[config.mk]
export PLATFORM = sky130hd
export DESIGN_NAME = nfaoc_top
export DESIGN_NICKNAME = d
export VERILOG_FILES = /design/src/nfaoc_pkg.sv /design/src/nfaoc_xfer_if.sv /design/src/nfaoc_top.sv /design/src/nfaoc_sync.sv /design/src/nfaoc_pin_seq.sv
export SDC_FILE = /design/constraint.sdc
export NUM_CORES = 1
export LEC_CHECK = 0
export BUFFER_PORTS_ARGS = -buffer_cell sky130_fd_sc_hd__buf_2
export CAP_MARGIN = 20
export CORE_MARGIN = 2
export CORE_UTILIZATION = 39
export DETAILED_ROUTE_END_ITERATION = 6
export PLACE_DENSITY = 0.65
export SETUP_SLACK_MARGIN = 0.15
export SLEW_MARGIN = 10
export SYNTH_ARGS = -nofsm -noshare
export SYNTH_HDL_FRONTEND = slang
export SYNTH_SLANG_ARGS = --single-unit
[constraint.sdc]
create_clock -name ref_clk_i -period 15.25 [get_ports ref_clk_i]
set_clock_uncertainty 0.2 [all_clocks]
set_input_delay 1.525 -clock ref_clk_i [delete_from_list [all_inputs] [get_ports ref_clk_i]]
set_output_delay 1.525 -clock ref_clk_i [all_outputs]
set_load 0.05 [all_outputs]
[src/nfaoc_pkg.sv]
package nfaoc_pkg;
  // ---------------------------------------------------------------
  // Timing
  // ---------------------------------------------------------------
  localparam int CLK_MHZ     = 25;
  localparam int T_WR_LOW_NS = 40;
  localparam int T_RD_LOW_NS = 200;
  localparam int T_HIGH_NS   = 40;
  localparam int WR_LOW_CYC  = (T_WR_LOW_NS * CLK_MHZ + 999) / 1000;
  localparam int RD_LOW_CYC  = (T_RD_LOW_NS * CLK_MHZ + 999) / 1000;
  localparam int HIGH_CYC    = (T_HIGH_NS * CLK_MHZ + 999) / 1000;
  // ---------------------------------------------------------------
  // Device commands, feature addresses and values
  // ---------------------------------------------------------------
  localparam logic [7:0] CMD_SET_FEAT  = 8'hef;
  localparam logic [7:0] CMD_GET_FEAT  = 8'hee;
  localparam logic [7:0] CMD_STATUS    = 8'h70;
  localparam logic [7:0] CMD_READ      = 8'h00;
  localparam logic [7:0] CMD_PROG_CONF = 8'h10;
  localparam logic [7:0] FA_RECOVERY   = 8'h89;
  localparam logic [7:0] FA_ARRAY_MODE = 8'h90;
  localparam logic [7:0] FA_BLOCK_PROT = 8'ha0;
  localparam logic [7:0] RANDOMIZER_CONFIGURATION_FEATURE = 8'hb0;
  localparam logic [7:0] RANDOMIZER_CONFIGURATION_RESET   = 8'h00;
  localparam logic [7:0] CFG_USED_MASK = 8'h07;
  localparam int         CFG_PGM_EN    = 0;
  localparam int         CFG_SCR_EN    = 1;
  localparam int         CFG_SCR_OPT   = 2;
  localparam logic [7:0] BPROT_RESET   = 8'h38;
  localparam int         BPROT_SOLID   = 0;
  localparam logic [7:0] AOM_NORMAL    = 8'h00;
  localparam logic [7:0] AOM_OTP       = 8'h01;
  localparam logic [7:0] AOM_PROTECT   = 8'h03;
  localparam int         STAT_READY    = 6;
  localparam logic [4:0] OTP_FIRST_PG  = 5'h02;
  localparam logic [3:0] OTP_MAX_PART  = 4'h8;
  localparam int         OTP_PAGES     = 32;
  // ---------------------------------------------------------------
  // Controller registers
  // ---------------------------------------------------------------
  localparam logic [7:0] REG_CTRL   = 8'h00;
  localparam logic [7:0] REG_FADDR  = 8'h04;
  localparam logic [7:0] REG_PARAM  = 8'h08;
  localparam logic [7:0] REG_RDATA  = 8'h0c;
  localparam logic [7:0] REG_STATUS = 8'h10;
  localparam logic [7:0] REG_RAW    = 8'h14;
  localparam logic [7:0] REG_PAGE   = 8'h18;
  localparam int         CTRL_WP    = 8;
  localparam int         ST_ERR     = 1;

  typedef enum logic [2:0] {
    OP_NONE, OP_SET_FEAT, OP_GET_FEAT, OP_STATUS,
    OP_RAW_CMD, OP_RAW_ADDR, OP_RAW_WR, OP_RAW_RD
  } nfaoc_op_t;

  typedef enum logic [1:0] {XK_CMD, XK_ADDR, XK_WR, XK_RD} nfaoc_xfer_t;
endpackage : nfaoc_pkg

[src/nfaoc_xfer_if.sv]
`timescale 1ns/10ps
interface nfaoc_xfer_if;
  import nfaoc_pkg::*;
  logic        req;
  logic        hold;
  nfaoc_xfer_t kind;
  logic [7:0]  wbyte;
  logic [7:0]  dq_in;
  logic [7:0]  rbyte;
  logic        done;
  logic        idle;
  modport ctrl (output req, hold, kind, wbyte, dq_in, input rbyte, done, idle);
  modport seq  (input req, hold, kind, wbyte, dq_in, output rbyte, done, idle);
endinterface : nfaoc_xfer_if

[src/nfaoc_top.sv]
// Implementation choice: the APB slave port.
`timescale 1ns/10ps
module nfaoc_top (
  input  wire logic        ref_clk_i,
  input  wire logic        reset_i,
  input  wire logic        psel_i,
  input  wire logic        penable_i,
  input  wire logic        pwrite_i,
  input  wire logic [7:0]  paddr_i,
  input  wire logic [31:0] pwdata_i,
  output logic      [31:0] prdata_o,
  output logic             pready_o,
  output logic             pslverr_o,
  output logic             ce_n_o,
  output logic             cle_o,
  output logic             ale_o,
  output logic             we_n_o,
  output logic             re_n_o,
  output logic             wp_n_o,
  output logic      [7:0]  dq_o,
  output logic             dq_oe_o,
  input  wire logic [7:0]  dq_i,
  input  wire logic        rb_n_i,
  input  wire logic        protect_select_pin_i
);
  import nfaoc_pkg::*;
  // ---------------------------------------------------------------
  // Declarations
  // ---------------------------------------------------------------
  typedef enum logic [3:0] {
    T_IDLE, T_CMD, T_ADDR, T_PARAM, T_STAT_CMD, T_STAT_RD,
    T_REREAD, T_DATA_RD, T_RAW
  } nfaoc_st_t;
  nfaoc_xfer_if x ();
  nfaoc_st_t   st_q, st_d;
  nfaoc_op_t   op_q, op_d;
  nfaoc_xfer_t kind_q, kind_d;
  logic [1:0]  idx_q, idx_d;
  logic        sent_q, sent_d, req_q, req_d, hold_q, hold_d;
  logic [7:0]  wb_q, wb_d, fa_q, fa_d, raw_q, raw_d, stat_q, stat_d;
  logic [31:0] par_q, par_d, rd_q, rd_d, prd_d;
  logic [4:0]  pg_q, pg_d;
  logic        err_q, err_d, err_set, wp_q, wp_d, wpo_d;
  logic        otp_q, otp_d, prot_q, prot_d, lock_q, lock_d;
  logic [7:0]  cfg_q, cfg_d, bp_q, bp_d;
  logic        pt_q, pt_d;
  logic [4:0]  ptc_q, ptc_d;
  logic [3:0]  cnt_q [OTP_PAGES];
  logic [3:0]  cnt_d [OTP_PAGES];
  logic        rdy_d, slv_d, acc, wr, start, bad, finish;
  logic [9:0]  sync_q;
  nfaoc_op_t   new_op;
  logic [7:0]  pbyte;

  // ---------------------------------------------------------------
  // Pin sequencer and input synchroniser
  // ---------------------------------------------------------------
  nfaoc_sync #(.W(10)) u_sync (
    .ref_clk_i (ref_clk_i),
    .reset_i   (reset_i),
    .d_i       ({protect_select_pin_i, rb_n_i, dq_i}),
    .q_o       (sync_q)
  );

  nfaoc_pin_seq u_seq (
    .ref_clk_i (ref_clk_i),
    .reset_i   (reset_i),
    .x         (x),
    .ce_n_o    (ce_n_o),
    .cle_o     (cle_o),
    .ale_o     (ale_o),
    .we_n_o    (we_n_o),
    .re_n_o    (re_n_o),
    .dq_o      (dq_o),
    .dq_oe_o   (dq_oe_o)
  );

  assign x.req   = req_q;
  assign x.hold  = hold_q;
  assign x.kind  = kind_q;
  assign x.wbyte = wb_q;
  assign x.dq_in = sync_q[7:0];

  // ---------------------------------------------------------------
  // Next-state logic
  // ---------------------------------------------------------------
  assign acc    = psel_i & penable_i & ~pready_o;
  assign wr     = psel_i & penable_i & pready_o & pwrite_i;
  assign new_op = nfaoc_op_t'(pwdata_i[2:0]);
  assign start  = wr & (paddr_i == REG_CTRL) & (new_op != OP_NONE);

  // Reserved parameter bytes go out as zero on the mode and config features.
  always_comb begin
    pbyte = par_q[idx_q*8 +: 8];
    if (fa_q == RANDOMIZER_CONFIGURATION_FEATURE) begin
      pbyte = (idx_q == 2'd0) ? (pbyte & CFG_USED_MASK) : 8'h00;
    end else if (fa_q == FA_ARRAY_MODE && idx_q != 2'd0) begin
      pbyte = 8'h00;
    end
  end

  always_comb begin
    st_d = st_q; op_d = op_q; kind_d = kind_q; idx_d = idx_q;
    sent_d = sent_q; req_d = 1'b0; hold_d = hold_q; wb_d = wb_q;
    fa_d = fa_q; raw_d = raw_q; stat_d = stat_q; par_d = par_q;
    rd_d = rd_q; pg_d = pg_q; wp_d = wp_q; wpo_d = wp_n_o;
    otp_d = otp_q; prot_d = prot_q; lock_d = lock_q;
    cfg_d = cfg_q; bp_d = bp_q; cnt_d = cnt_q;
    pt_d = pt_q; ptc_d = {ptc_q[3:0], 1'b1}; err_set = 1'b0; finish = 1'b0; bad = 1'b0;
    // The synchroniser restarts at zero, so the strap is caught only once it has filled.
    if (!ptc_q[4]) begin
      pt_d = sync_q[9];
    end
    if (wr) begin
      case (paddr_i)
        REG_CTRL:  wp_d  = pwdata_i[CTRL_WP];
        REG_FADDR: fa_d  = (st_q == T_IDLE) ? pwdata_i[7:0] : fa_q;
        REG_PARAM: par_d = (st_q == T_IDLE) ? pwdata_i : par_q;
        REG_RAW:   raw_d = (st_q == T_IDLE) ? pwdata_i[7:0] : raw_q;
        REG_PAGE:  pg_d  = (st_q == T_IDLE) ? pwdata_i[4:0] : pg_q;
        default: ;
      endcase
    end
    if (start) begin
      bad = (st_q != T_IDLE);
      // A locked or invalid protect write is never sent; only the error flag is set.
      if (new_op == OP_SET_FEAT && fa_q == FA_BLOCK_PROT &&
          (!pt_q || bp_q[BPROT_SOLID])) begin
        bad = 1'b1;
      end
      if (new_op == OP_RAW_CMD && raw_q == CMD_PROG_CONF && otp_q) begin
        if (lock_q || pg_q < OTP_FIRST_PG ||
            cnt_q[pg_q] >= OTP_MAX_PART) begin
          bad = 1'b1;
        end
      end
      if (bad) begin
        err_set = 1'b1;
      end else begin
        op_d   = new_op;
        hold_d = 1'b1;
        sent_d = 1'b0;
        idx_d  = 2'd0;
        case (new_op)
          OP_SET_FEAT, OP_GET_FEAT: st_d = T_CMD;
          OP_STATUS:                st_d = T_STAT_CMD;
          default:                  st_d = T_RAW;
        endcase
        if (new_op == OP_SET_FEAT && fa_q == FA_BLOCK_PROT) begin
          wpo_d = 1'b1;
        end
      end
    end
    if (st_q == T_IDLE) begin
      if (!start || bad) begin
        wpo_d = wp_d;
      end
    end else if (!sent_q && x.idle) begin
      req_d  = 1'b1;
      sent_d = 1'b1;
      case (st_q)
        T_CMD: begin
          kind_d = XK_CMD;
          wb_d   = (op_q == OP_SET_FEAT) ? CMD_SET_FEAT : CMD_GET_FEAT;
        end
        T_ADDR:     begin kind_d = XK_ADDR; wb_d = fa_q;       end
        T_PARAM:    begin kind_d = XK_WR;   wb_d = pbyte;      end
        T_STAT_CMD: begin kind_d = XK_CMD;  wb_d = CMD_STATUS; end
        T_STAT_RD:  begin kind_d = XK_RD;   wb_d = 8'h00;      end
        T_REREAD:   begin kind_d = XK_CMD;  wb_d = CMD_READ;   end
        T_DATA_RD:  begin kind_d = XK_RD;   wb_d = 8'h00;      end
        T_RAW: begin
          wb_d = raw_q;
          case (op_q)
            OP_RAW_CMD:  kind_d = XK_CMD;
            OP_RAW_ADDR: kind_d = XK_ADDR;
            OP_RAW_WR:   kind_d = XK_WR;
            default:     kind_d = XK_RD;
          endcase
        end
        default: kind_d = XK_CMD;
      endcase
    end else if (x.done) begin
      sent_d = 1'b0;
      case (st_q)
        T_CMD:  st_d = T_ADDR;
        T_ADDR: st_d = (op_q == OP_SET_FEAT) ? T_PARAM : T_STAT_CMD;
        T_PARAM: begin
          if (idx_q == 2'd3) begin
            st_d = T_STAT_CMD;
          end else begin
            idx_d = idx_q + 2'd1;
          end
        end
        T_STAT_CMD: st_d = T_STAT_RD;
        T_STAT_RD: begin
          // For a set or get feature, repeated read strobes keep polling while the device is busy.
          stat_d = x.rbyte;
          if (op_q == OP_STATUS) begin
            finish = 1'b1;
          end else if (x.rbyte[STAT_READY]) begin
            if (op_q == OP_GET_FEAT) begin
              st_d = T_REREAD;
            end else begin
              finish = 1'b1;
            end
          end
        end
        T_REREAD: begin
          st_d  = T_DATA_RD;
          idx_d = 2'd0;
        end
        T_DATA_RD: begin
          rd_d[idx_q*8 +: 8] = x.rbyte;
          if (idx_q == 2'd3) begin
            finish = 1'b1;
          end else begin
            idx_d = idx_q + 2'd1;
          end
        end
        T_RAW: begin
          finish = 1'b1;
          if (op_q == OP_RAW_RD) begin
            rd_d = {24'h000000, x.rbyte};
          end
          if (op_q == OP_RAW_CMD && raw_q == CMD_PROG_CONF) begin
            if (prot_q) begin
              lock_d = 1'b1;
            end else if (otp_q) begin
              cnt_d[pg_q] = cnt_q[pg_q] + 4'h1;
            end
          end
        end
        default: finish = 1'b1;
      endcase
    end
    if (finish) begin
      st_d   = T_IDLE;
      hold_d = 1'b0;
      if (op_q == OP_SET_FEAT) begin
        if (fa_q == FA_ARRAY_MODE) begin
          otp_d  = (par_q[7:0] == AOM_OTP);
          prot_d = (par_q[7:0] == AOM_PROTECT);
        end else if (fa_q == RANDOMIZER_CONFIGURATION_FEATURE) begin
          cfg_d = par_q[7:0] & CFG_USED_MASK;
        end else if (fa_q == FA_BLOCK_PROT) begin
          bp_d = par_q[7:0];
        end
      end
    end
  end

  // ---------------------------------------------------------------
  // Register bus
  // ---------------------------------------------------------------
  always_comb begin
    rdy_d = acc;
    slv_d = 1'b0;
    prd_d = 32'h00000000;
    if (acc && !pwrite_i) begin
      case (paddr_i)
        REG_CTRL:   prd_d = {23'h000000, wp_q, 5'h00, op_q};
        REG_FADDR:  prd_d = {24'h000000, fa_q};
        REG_PARAM:  prd_d = par_q;
        REG_RDATA:  prd_d = rd_q;
        // Shadows mirror what was last written, not a device read-back.
        REG_STATUS: prd_d = {7'h00, sync_q[8], bp_q, stat_q, cfg_q[CFG_PGM_EN],
                             cfg_q[CFG_SCR_OPT], cfg_q[CFG_SCR_EN],
                             lock_q, prot_q, otp_q, err_q,
                             st_q != T_IDLE};
        REG_RAW:    prd_d = {24'h000000, raw_q};
        REG_PAGE:   prd_d = {27'h0000000, pg_q};
        default:    slv_d = 1'b1;
      endcase
    end else if (acc) begin
      case (paddr_i)
        REG_CTRL, REG_FADDR, REG_PARAM, REG_STATUS, REG_RAW, REG_PAGE: ;
        default: slv_d = 1'b1;
      endcase
    end
  end

  // A new error beats a clear arriving in the same cycle.
  assign err_d = err_set | (err_q &
                 ~(wr & (paddr_i == REG_STATUS) & pwdata_i[ST_ERR]));

  // ---------------------------------------------------------------
  // State registers
  // ---------------------------------------------------------------
  always_ff @(posedge ref_clk_i or posedge reset_i) begin
    if (reset_i) begin
      st_q <= T_IDLE; op_q <= OP_NONE; kind_q <= XK_CMD; idx_q <= 2'd0;
      sent_q <= 1'b0; req_q <= 1'b0; hold_q <= 1'b0; wb_q <= 8'h00;
      fa_q <= 8'h00; raw_q <= 8'h00; stat_q <= 8'h00;
      par_q <= 32'h00000000; rd_q <= 32'h00000000; pg_q <= 5'h00;
      err_q <= 1'b0; wp_q <= 1'b0; wp_n_o <= 1'b0;
      otp_q <= 1'b0; prot_q <= 1'b0; lock_q <= 1'b0;
      cfg_q <= RANDOMIZER_CONFIGURATION_RESET;
      bp_q  <= BPROT_RESET;
      pt_q <= 1'b0; ptc_q <= 5'h00;
      prdata_o <= 32'h00000000; pready_o <= 1'b0; pslverr_o <= 1'b0;
      for (int i = 0; i < OTP_PAGES; i++) begin
        cnt_q[i] <= 4'h0;
      end
    end else begin
      st_q <= st_d; op_q <= op_d; kind_q <= kind_d; idx_q <= idx_d;
      sent_q <= sent_d; req_q <= req_d; hold_q <= hold_d; wb_q <= wb_d;
      fa_q <= fa_d; raw_q <= raw_d; stat_q <= stat_d;
      par_q <= par_d; rd_q <= rd_d; pg_q <= pg_d;
      err_q <= err_d; wp_q <= wp_d; wp_n_o <= wpo_d;
      otp_q <= otp_d; prot_q <= prot_d; lock_q <= lock_d;
      cfg_q <= cfg_d; bp_q <= bp_d; pt_q <= pt_d; ptc_q <= ptc_d;
      prdata_o <= prd_d; pready_o <= rdy_d; pslverr_o <= slv_d;
      cnt_q <= cnt_d;
    end
  end
endmodule : nfaoc_top

[src/nfaoc_sync.sv]
`timescale 1ns/10ps
module nfaoc_sync #(
  parameter int W = 1
) (
  input  wire logic         ref_clk_i,
  input  wire logic         reset_i,
  input  wire logic [W-1:0] d_i,
  output logic      [W-1:0] q_o
);
  logic [W-1:0] s1_q, s2_q, s3_q, q_d;

  // A bit moves only once the second and third stages agree.
  always_comb begin
    q_d = (s2_q & ~(s2_q ^ s3_q)) | (q_o & (s2_q ^ s3_q));
  end

  always_ff @(posedge ref_clk_i or posedge reset_i) begin
    if (reset_i) begin
      s1_q <= '0;
      s2_q <= '0;
      s3_q <= '0;
      q_o  <= '0;
    end else begin
      s1_q <= d_i;
      s2_q <= s1_q;
      s3_q <= s2_q;
      q_o  <= q_d;
    end
  end
endmodule : nfaoc_sync

[src/nfaoc_pin_seq.sv]
`timescale 1ns/10ps
module nfaoc_pin_seq (
  input  wire logic ref_clk_i,
  input  wire logic reset_i,
  nfaoc_xfer_if.seq x,
  output logic       ce_n_o,
  output logic       cle_o,
  output logic       ale_o,
  output logic       we_n_o,
  output logic       re_n_o,
  output logic [7:0] dq_o,
  output logic       dq_oe_o
);
  import nfaoc_pkg::*;
  localparam logic [3:0] WR_LOW = 4'(WR_LOW_CYC);
  localparam logic [3:0] RD_LOW = 4'(RD_LOW_CYC);
  localparam logic [3:0] HIGH   = 4'(HIGH_CYC);
  typedef enum logic [1:0] {PS_IDLE, PS_LOW, PS_HIGH} nfaoc_ps_t;
  nfaoc_ps_t   st_q, st_d;
  nfaoc_xfer_t kind_q, kind_d;
  logic [3:0]  cnt_q, cnt_d;
  logic [7:0]  dq_d, rb_q, rb_d;
  logic        ce_d, cle_d, ale_d, we_d, re_d, oe_d, done_q, done_d;

  assign x.rbyte = rb_q;
  assign x.done  = done_q;
  assign x.idle  = (st_q == PS_IDLE);

  always_comb begin
    st_d = st_q; kind_d = kind_q; cnt_d = cnt_q; dq_d = dq_o; rb_d = rb_q;
    ce_d = ce_n_o; cle_d = cle_o; ale_d = ale_o; we_d = we_n_o;
    re_d = re_n_o; oe_d = dq_oe_o; done_d = 1'b0;
    case (st_q)
      PS_IDLE: begin
        ce_d = ~x.hold;
        if (x.req) begin
          kind_d = x.kind;
          ce_d   = 1'b0;
          cle_d  = (x.kind == XK_CMD);
          ale_d  = (x.kind == XK_ADDR);
          dq_d   = x.wbyte;
          oe_d   = (x.kind != XK_RD);
          we_d   = (x.kind == XK_RD);
          re_d   = (x.kind != XK_RD);
          cnt_d  = (x.kind == XK_RD) ? RD_LOW : WR_LOW;
          st_d   = PS_LOW;
        end
      end
      PS_LOW: begin
        if (cnt_q <= 4'h1) begin
          we_d  = 1'b1;
          re_d  = 1'b1;
          if (kind_q == XK_RD) begin
            rb_d = x.dq_in;
          end
          cnt_d = HIGH;
          st_d  = PS_HIGH;
        end else begin
          cnt_d = cnt_q - 4'h1;
        end
      end
      PS_HIGH: begin
        if (cnt_q <= 4'h1) begin
          cle_d  = 1'b0;
          ale_d  = 1'b0;
          oe_d   = 1'b0;
          done_d = 1'b1;
          st_d   = PS_IDLE;
        end else begin
          cnt_d = cnt_q - 4'h1;
        end
      end
      default: st_d = PS_IDLE;
    endcase
  end

  always_ff @(posedge ref_clk_i or posedge reset_i) begin
    if (reset_i) begin
      st_q <= PS_IDLE; kind_q <= XK_CMD; cnt_q <= 4'h0; rb_q <= 8'h00;
      ce_n_o <= 1'b1; cle_o <= 1'b0; ale_o <= 1'b0; we_n_o <= 1'b1;
      re_n_o <= 1'b1; dq_o <= 8'h00; dq_oe_o <= 1'b0; done_q <= 1'b0;
    end else begin
      st_q <= st_d; kind_q <= kind_d; cnt_q <= cnt_d; rb_q <= rb_d;
      ce_n_o <= ce_d; cle_o <= cle_d; ale_o <= ale_d; we_n_o <= we_d;
      re_n_o <= re_d; dq_o <= dq_d; dq_oe_o <= oe_d; done_q <= done_d;
    end
  end
endmodule : nfaoc_pin_seq

[Yosys cells after proc, flatten, opt, wreduce, memory -nomap -nowiden]
Index checks and enable logic that the tools add are counted.
Storage, ports and cells
  output and inout bits: 49
  logic and storage cells: 312
  bits in registers: 371
  bits of input ports: 55
Operators by class
  shift operators: 3
  $lt $le $gt $ge: 5
  reductions and logical operators: 59
  add/subtract/negate cells: 4
  bitwise logic cells: 25
  equality and inequality tests: 44
  mux-type cells: 97
Operators with widths (count)
  $pmux 32 s7: 1
  $bwmux 128: 1
  $mux 32: 2
  $mux 4: 16
  $pmux 32 s2: 1
  $pmux 8 s6: 1
  $mux 1: 45
  $neg 5->34: 1
  $shift 8x34->32 const A: 1
  $shiftx 8x34->32: 1
  $reduce_and 3->1: 11
  $bwmux 32: 1
  $eq 8x5->1 const B: 4
  $shiftx 32x6->8: 1
  $eq 8x8->1 const B: 3
  $pmux 4 s6: 1
  $and 10x10->10: 2
  $bmux 4 s5: 1
  $demux 4 s5: 1
  $mux 2: 9
  $eq 4x3->1 const B: 4
  $eq 8x4->1 const B: 2
  $mux 8: 2
  $eq 3x3->1 const B: 5
  other kinds (55): 120

[Depth between registers and ports, before layout]
Gate-level depths: netlist of the first run.
  depth in word-level cells: 19
  gate-level depth with buffers: 11
  depth with buffers taken out: 9

[Cells and area by module]
Synthesis of the first run repeated with hierarchy kept, for this count alone.
Unflattened totals
  cells, all modules: 1454
  area total of the unflattened synthesis: 16682.2 um2
By module, submodules not included
  nfaoc_top: cells an instance 1281, sequential area each 7511.0 um2, area each 14036.0 um2, times used 1
  nfaoc_pin_seq: cells an instance 122, sequential area each 779.5 um2, area each 1529.0 um2, times used 1
  nfaoc_sync: cells an instance 51, sequential area each 1001.0 um2, area each 1117.3 um2, times used 1

[Least setup slack after synthesis of the first run]
Ideal clock, no wire load.
  path kind: input -> register
  start: input paddr_i[5]
  end: register op_q[2]
  required time: 14925 ps
  arrival: 3404 ps
  setup time: 125 ps
  setup slack: 11521 ps
  stages on the path: 8
  buffers on the path: 1
  path through: nor3_1 -> nand2b_1 -> nor3_1 -> nand2_1 -> nor3_1 -> nor2b_1 -> buf_2 -> mux2_2
Between the ends
  longest elaborated chain between the ends: 4
Ends and longest elaborated chain
  from (decl): RTL line nfaoc_top.sv:9  | input wire logic [7:0] paddr_i,
  $logic_not 8->1: RTL line nfaoc_top.sv:90  | assign start = wr & (paddr_i == REG_CTRL) & (new_op != OP_NONE);
  $and 1x1->1 (2 in a row): RTL line nfaoc_top.sv:90
  $reduce_and 2->1 (no source line)
  to (signal assigned): RTL line nfaoc_top.sv:306  | st_q <= st_d; op_q <= op_d; kind_q <= kind_d; idx_q <= idx_d;
  to (decl): RTL line nfaoc_top.sv:36  | nfaoc_op_t op_q, op_d;
Every way passes these cells.
A chain may end at the register's enable or synchronous reset.

[Worst setup path in the final report of the first run]
Same ends and word-level chain as after synthesis.

==> results of run 1 <==
==> sequential cells by signal (all words and copies together) (netlist names), 5 cells and up, named ones only <==
register       cells
bp_q               8
cnt_q            128
fa_q               8
par_q             32
pg_q               5
prdata_o          32
ptc_q              5
raw_q              8
rd_q              32
stat_q             8
u_seq.dq_o         8
u_seq.x.rbyte      8
u_sync.s1_q       10
u_sync.s2_q       10
u_sync.s3_q       10
wb_q               8
==> cells in the mapped netlist, types with 11 or more instances <==
| cell type | instances |
|---|---|
| mux2i_1 | 38 |
| a31oi_1 | 12 |
| nor2_1 | 88 |
| a222oi_1 | 24 |
| inv_1 | 32 |
| clkbuf_1 | 47 |
| nand2_1 | 214 |
| a22o_1 | 11 |
| dfrtp_1 | 365 |
| nand3_1 | 34 |
| buf_2 | 15 |
| mux4_2 | 24 |
| ha_1 | 12 |
| o21ai_0 | 110 |
| nand2b_1 | 15 |
| a22oi_1 | 37 |
| nor3_1 | 16 |
| a21oi_1 | 30 |
| nor2b_1 | 20 |
| mux2_2 | 153 |
==> worst reg2reg max path, stage by stage (launching register included) <==
cell and delay [ns]:
dfrtp_2 0.39, buf_4 0.70, mux4_2 0.52, a22oi_1 0.18, nand3_1 0.11, mux2_2 0.52
ha_1 0.30, xor2_1 0.88, buf_4 0.36, o21ai_0 0.11
==> worst min-delay path by stage <==
| stage | slack, ns | cells after the start | startpoint | end |
|---|---|---|---|---|
| 3_3_place_gp | 0.13 | 0 | ptc_q[1]$_DFF_PP0_ | ptc_q[2]$_DFF_PP0_ |
| 2_1_floorplan | 0.13 | 0 | ptc_q[0]$_DFF_PP0_ | ptc_q[1]$_DFF_PP0_ |
| 6_report | 0.15 | 0 | u_sync.s1_q[4]$_DFF_PP0_ | u_sync.s2_q[4]$_DFF_PP0_ |
| 4_1_cts | 0.15 | 0 | u_sync.s1_q[4]$_DFF_PP0_ | u_sync.s2_q[4]$_DFF_PP0_ |
| 3_5_place_dp | 0.13 | 0 | u_sync.s1_q[0]$_DFF_PP0_ | u_sync.s2_q[0]$_DFF_PP0_ |
| 5_1_grt | 0.15 | 0 | u_sync.s1_q[1]$_DFF_PP0_ | u_sync.s2_q[1]$_DFF_PP0_ |
==> layout make-up <==
type,instances,area (um2)
fillers,3857,22800
flip-flops and latches,371,9290
multi-input cells,946,6710
clock buffers,61,1190
repair buffers,122,702
well taps,539,674
clock inverters,11,164
inverters,32,128
==> metrics by stage <==
stage	instance area (um2)	std cells	hold WS, ns	setup WS [ns]
detailed placement	17400	2007	0.135	10.18
CTS	18800	2079	0.148	10.78
global route	18900	2082	0.154	10.49
finish	18900	2082	0.147	10.73
floorplan	16400	1418	0.131	3.23
global placement	17400	2007	0.132	10.45
==> cells by family (layout without fill, tap and decap cells) <==
group                      Yosys count  after routing  synth area share [%]
muxes                              222            222                  16.6
other                                1              1                0.0229
xor gates and xnor gates             5              5                 0.267
buffers and inverters              101            226                  2.46
and+or+nand+nor                    438            438                  12.3
AOI/OAI and AO/OA                  258            258                  10.1
DFF                                371            371                  56.7
adders and majority gates           22             22                  1.53
==> routing by layer <==
metal  GRT usage (%)  routed length, um  part of all wire (%)  up-vias
li1                -                  -                     -     5280
met1            28.6              19100                    45     5848
met2            29.5              18900                    44      444
met3            3.46               3220                   7.6       89
met4            7.09               1310                   3.1        2
met5               0                 11                 0.026        -
==> power groups by stage <==
stage	registers, uW	logic [uW]	clock network [uW]
2_1_floorplan	1010	20.4	0
3_3_place_gp	1010	38.3	0
3_5_place_dp	1010	39.3	0
4_1_cts	996	39.5	1020
5_1_grt	997	45.3	1050
6_report	996	39.7	994
==> results by group, run 1 <==
Clocking
  • CTS Buf Count: 40
  • Clk root buf: clkbuf_16
  • CTS tree: built
  • Skew-Pair Late Insertion Delay: 0.56 ns
  • CTS Hold Bufs: 0
  • CTS Sinks: 371
  • CTS Buffer Depth: 3
  • H-tree Lvls: 2
  • Post-CTS Setup Inserts: 0
  • Worst-path clk slew: 0.06 ns
  • # resized after CTS: 0

Timing
  • Endpoints failing setup: 0
  • Min Tclk post-route: 4.52 ns
  • Max Freq: 0.221 GHz
  • Setup tns final: 0 ns
  • Final Hold Violating Endpoints: 0
  • RSZ-0062 raised after global routing: false
  • Tcrit/Tclk final: 29.6%
  • Slew @ Worst Pin: 1.13 ns
  • Worst slew margin: 24.7%
  • Max Slew Vio Count: 0

Critical path
  • Critical path depth: 8
  • Worst reg2reg path startpoint: pg_q[1]$_DFFE_PP0P_
  • CP required: 15.49 ns
  • FF-to-FF path depth: 9
  • Crit Path Class: in2reg
  • WP data arrival: 4.76 ns
  • Crit path cell chain: buf_2 > nor3_1 > nand2b_1 > nor3_1 > nand2_1 > nor3_1 > nor2b_1 > mux2_2
  • Cell repeated most along the worst path: nor3_1
  • CP Max Fanout: 8
  • R2r endpoint: cnt_q[66]$_DFFE_PP0P_
  • Setup crit end: op_q[2]$_DFFE_PP0P_
  • Critical Path Source Type: input pin
  • Largest stage delay, worst path: 0.69 ns
  • Buf/Inv on CP: 1
  • R2r setup slk: 10.83 ns
  • Critical path endpoint category: register
  • Crit path launch: paddr_i[5]
  • Delay-heaviest family, CP: simple AND/OR/NAND/NOR gates
  • Slowest cell on the critical path: nor3_1

Power
  • Net Sw Power: 433 uW
  • PwrDens: 108 nW/um2
  • Worst VDD drop: 0.0000688 V
  • Clk pwr share: 49.0%
  • Reg power frac: 49.1%
  • Comb pwr share: 2.0%
  • Cell Int Power: 1600 uW
  • Total power draw: 2030 uW
  • Switching share of power: 21.3%
  • Leak: 0.00846 uW

Die
  • Initial core utilization: 39.3%
  • Die area: 43600 um2
  • DIE WIDTH: 209 um
  • Core area: 41700 um2
  • Ports: 104
  • Num rows: 75
  • Die Y: 209 um

Synth
  • Async SR Flop Fraction: 100%
  • Ys flop type: dfrtp_1
  • Syn. warnings: 0
  • Post-synth EDFFs: 0
  • Largest area contributor in the netlist: dfrtp_1
  • Register area share after synthesis: 56.7%
  • Synth cell types: 64
  • Synth Cell Area: 16400 um2
  • Synthesized area per cell: 11.5 um2
  • Flop and latch count out of synthesis: 371
  • Area fraction of the dominant cell type after synthesis: 55.8%
  • Syn Nets: 1485
  • Post-Syn Instances: 1418
  • Synth area leaders: dfrtp_1, mux2_2, nand2_1

Job
  • Max-Cap Viols: 0

Global routing
  • First-pass GRT wire length: 67100 um
  • Vias in the first global route: 11700
  • Remaining global-route overflow: 0
  • Initial antenna violation count: 1
  • GRT Total Usage: 19.6%
  • Largest net degree at the start of global routing: 133

Final layout
  • Most frequent cells in the layout: dfrtp_1, nand2_1, mux2_2, o21ai_0, buf_2
  • Commonest non-fill, non-tap cell in the layout: dfrtp_1
  • Antenna Cells: 0
  • Layout cells sized above 1: 24.8%
  • Area delta synth->final: 15.2%
  • # nets final: 1580
  • Util after Layout: 45.3%

Place
  • Port buffer count: 103
  • HPWL after DPL: 28700 um
  • Gp weighted congestion: 0.898

Worst hold path
  • Worst hold path type: reg2reg

Route
  • Routed Antenna Nets: 0
  • DR DRC count: 0
  • Routed wire per std cell: 20.4 um
  • Routed vias: 11700
  • Total iterations of the first detailed-routing run: 7
  • Routed vias/inst: 5.60
  • Final WL: 42600 um
  • Number of DRC markers in iteration 0: 949

Run status
  • Status: complete, no violations
No activity file was read; power rests on OpenSTA's default activity.
==> run 2, diff against run 1 <==
ABC_AREA = 1   (was not set)
clock period = 4.52 ns   (was 15.25 ns; I/O delays follow)
==> run 2 against run 1 <==
  * Critical path depth is 5 higher
  * Routed wire length rose by 14%
  * Synthesized cell count increased by 33%
  * Clock-buffer cell count fell by 5
  * Sequential share of layout area shrank 1.6 points
  * Cell count up 24%
  * Total power increased to 3.5 times the previous value
  * Setup slack worse by 10 ns
  * Highest routed layer unchanged
==> results by group, run 2 <==
Run status
  • Status: complete, no violations

Synth
  • Syn Nets: 1951
  • Ys flop type: dfrtp_1
  • Post-Syn Instances: 1884
  • Count leader, synth: nand2_1
  • Post-synth EDFFs: 0
  • Register area share after synthesis: 55.7%
  • Area fraction of the dominant cell type after synthesis: 54.8%
  • Post-synth top cells: nand2_1, dfrtp_1, o21ai_0
  • Synth area leaders: dfrtp_1, nand2_1, o21ai_0
  • Async SR Flop Fraction: 100%
  • Largest area contributor in the netlist: dfrtp_1
  • Syn. warnings: 0
  • Synth cell types: 56
  • Synth Cell Area: 16700 um2
  • Synthesized area per cell: 8.85 um2
  • Flop and latch count out of synthesis: 371

Route
  • Routed vias: 13900
  • DR DRC count: 0
  • Final WL: 48700 um
  • Total iterations of the first detailed-routing run: 7
  • Number of DRC markers in iteration 0: 1132
  • Routed wire per std cell: 18.8 um
  • Routed vias/inst: 5.36
  • Routed Antenna Nets: 0

Job
  • Max-Cap Viols: 0

Power
  • PwrDens: 363 nW/um2
  • Leak: 0.00925 uW
  • Comb pwr share: 2.2%
  • Clk pwr share: 50.3%
  • Net Sw Power: 1510 uW
  • Total power draw: 7080 uW
  • Reg power frac: 47.5%
  • Worst VDD drop: 0.000345 V
  • Cell Int Power: 5570 uW
  • Switching share of power: 21.3%

Clocking
  • CTS tree: built
  • Skew-Pair Late Insertion Delay: 0.58 ns
  • Clk root buf: clkbuf_16
  • # resized after CTS: 0
  • H-tree Lvls: 2
  • CTS Buffer Depth: 3
  • Worst-path clk slew: 0.07 ns
  • CTS Sinks: 371
  • CTS Buf Count: 41

Critical path
  • Critical Path Source Type: register
  • R2r setup slk: 0.74 ns
  • FF-to-FF path depth: 13
  • CP Max Fanout: 31
  • CP required: 4.75 ns
  • WP data arrival: 4.00 ns
  • Crit Path Class: reg2reg
  • Worst reg2reg path startpoint: pg_q[1]$_DFFE_PP0P_
  • Critical path endpoint category: register
  • R2r endpoint: cnt_q[9]$_DFFE_PP0P_

Global routing
  • Largest net degree at the start of global routing: 125
  • Remaining global-route overflow: 0
  • Initial antenna violation count: 3
  • GRT Total Usage: 22.2%
  • Vias in the first global route: 13900
  • First-pass GRT wire length: 77400 um

Final layout
  • FILL cells: 3987
  • Util after Layout: 46.4%
  • # nets final: 2088
  • Largest register FFs: 128
  • Reg with most FFs: cnt_q
  • Most frequent cells in the layout: nand2_1, dfrtp_1, o21ai_0, nor2_1, inv_1
  • Layout cells sized above 1: 12.6%
  • Area delta synth->final: 17.0%
  • Commonest non-fill, non-tap cell in the layout: nand2_1

Place
  • Gp weighted congestion: 0.930
  • HPWL after DPL: 34200 um
  • Port buffer count: 103
  • Setup WS pre-CTS: 0.810 ns

Timing
  • Post-route setup slack: 0.743 ns
  • Tcrit/Tclk final: 83.6%
  • RSZ-0062 raised after global routing: false
  • Max Freq: 0.265 GHz
  • Endpoints failing setup: 0
  • Worst slew margin: 36.8%
  • Setup tns final: 0 ns
  • Max Slew Vio Count: 0
  • Min Tclk post-route: 3.78 ns
  • Final Hold Violating Endpoints: 0
  • Slew @ Worst Pin: 0.940 ns

Die
  • Ports: 104
  • Core area: 42000 um2
  • DIE WIDTH: 211 um
  • Die area: 44400 um2
  • Initial core utilization: 39.7%
  • Num rows: 75
  • Die Y: 211 um

Worst hold path
  • Hold_sp: pwdata_i[8]
  • Worst hold path stage count: 3
  • Worst hold path type: in2reg
  • Hold path endpoint: par_q[8]$_DFFE_PP0P_
-- run 2: changes by cell type after synthesis, moves of 49 or more --
cell and delta:
mux2_2 -141, o21ai_0 +62, nor2_1 +68, inv_1 +121, nand3_1 +89, nand2_1 +269, a21oi_1 +49
-- run 2: worst max-delay path, cell delays in order, from the launching register on --
cell and delay (ns):
dfrtp_1 0.68, inv_1 0.38, nor2_4 0.70, a22oi_1 0.17
nand2_1 0.10, nand2_1 0.05, nand2_1 0.11, nor2_1 0.05
nand2_1 0.13, inv_1 0.06, ha_1 0.26, inv_1 0.27
buf_4 0.30, o21ai_0 0.13
-- run 2: final cells by class --
cell class	instances	area (um2)	share of cell area [%]
clock inverters	17	256	1.32
well taps	539	674	3.46
repair buffers	166	1150	5.88
inverters	161	608	3.12
diodes	1	2.50	0.0128
clock buffers	56	1170	6.02
flip-flops and latches	371	9290	47.6
multi-input cells	1280	6350	32.6
-- run 2: per-layer routing --
| layer | share of wire, % | vias up | global-route usage [%] |
|---|---|---|---|
| met5 | 0.053 | - | 0 |
| met1 | 42 | 6729 | 28.4 |
| met2 | 48 | 465 | 37.2 |
| met3 | 5.8 | 127 | 3.52 |
| met4 | 4.3 | 4 | 10.1 |
| li1 | - | 6558 | - |
-- run 2: metrics by stage --
stage	instances	hold WS [ns]	cell area, um2
after CTS	2588	0.00378	19500
after global routing	2591	0.0380	19500
after floorplan	1884	0.131	16700
after detailed placement	2477	0.135	17600
final	2591	0.0166	19500
after global placement	2477	0.134	17600
-- run 2: power by group through the flow --
| stage | combinational [uW] | sequential, uW | clock, uW |
|---|---|---|---|
| after global routing | 178 | 3360 | 3750 |
| after global placement | 131 | 3420 | 0 |
| after CTS | 157 | 3360 | 3620 |
| final | 156 | 3360 | 3560 |
| after detailed placement | 133 | 3420 | 0 |
| after floorplan | 69.6 | 3420 | 0 |
-- run 2: cell families (layout without fill, tap and decap cells) --
kind of cell | after synthesis | in the layout | synth area share (%)
adders and majority gates | 22 | 22 | 1.50
other | 1 | 2 | 0.0225
DFF | 371 | 371 | 55.7
buffers and inverters | 233 | 400 | 6.28
muxes | 14 | 14 | 0.946
xor gates and xnor gates | 2 | 2 | 0.105
and+or+nand+nor | 827 | 827 | 20.9
AOI/OAI and AO/OA | 414 | 414 | 14.5
-- run 2: worst max path at each step --
stage	startpoint	end	slack [ns]	cells after the start
3_5_place_dp	pg_q[0]$_DFFE_PP0P_	cnt_q[94]$_DFFE_PP0P_	0.81	12
2_1_floorplan	reset_i	async pin	-1.11	1
3_3_place_gp	pg_q[0]$_DFFE_PP0P_	cnt_q[94]$_DFFE_PP0P_	0.94	12
4_1_cts	pg_q[1]$_DFFE_PP0P_	cnt_q[9]$_DFFE_PP0P_	0.77	13
6_report	pg_q[1]$_DFFE_PP0P_	cnt_q[9]$_DFFE_PP0P_	0.74	13
5_1_grt	pg_q[0]$_DFFE_PP0P_	cnt_q[9]$_DFFE_PP0P_	0.47	13
-- run 2: timing repair --
action,in CTS,in global routing
setup endpoints to repair,0,0
buffers inserted,0,0
hold endpoints to repair,72,0
hold buffers,38,0
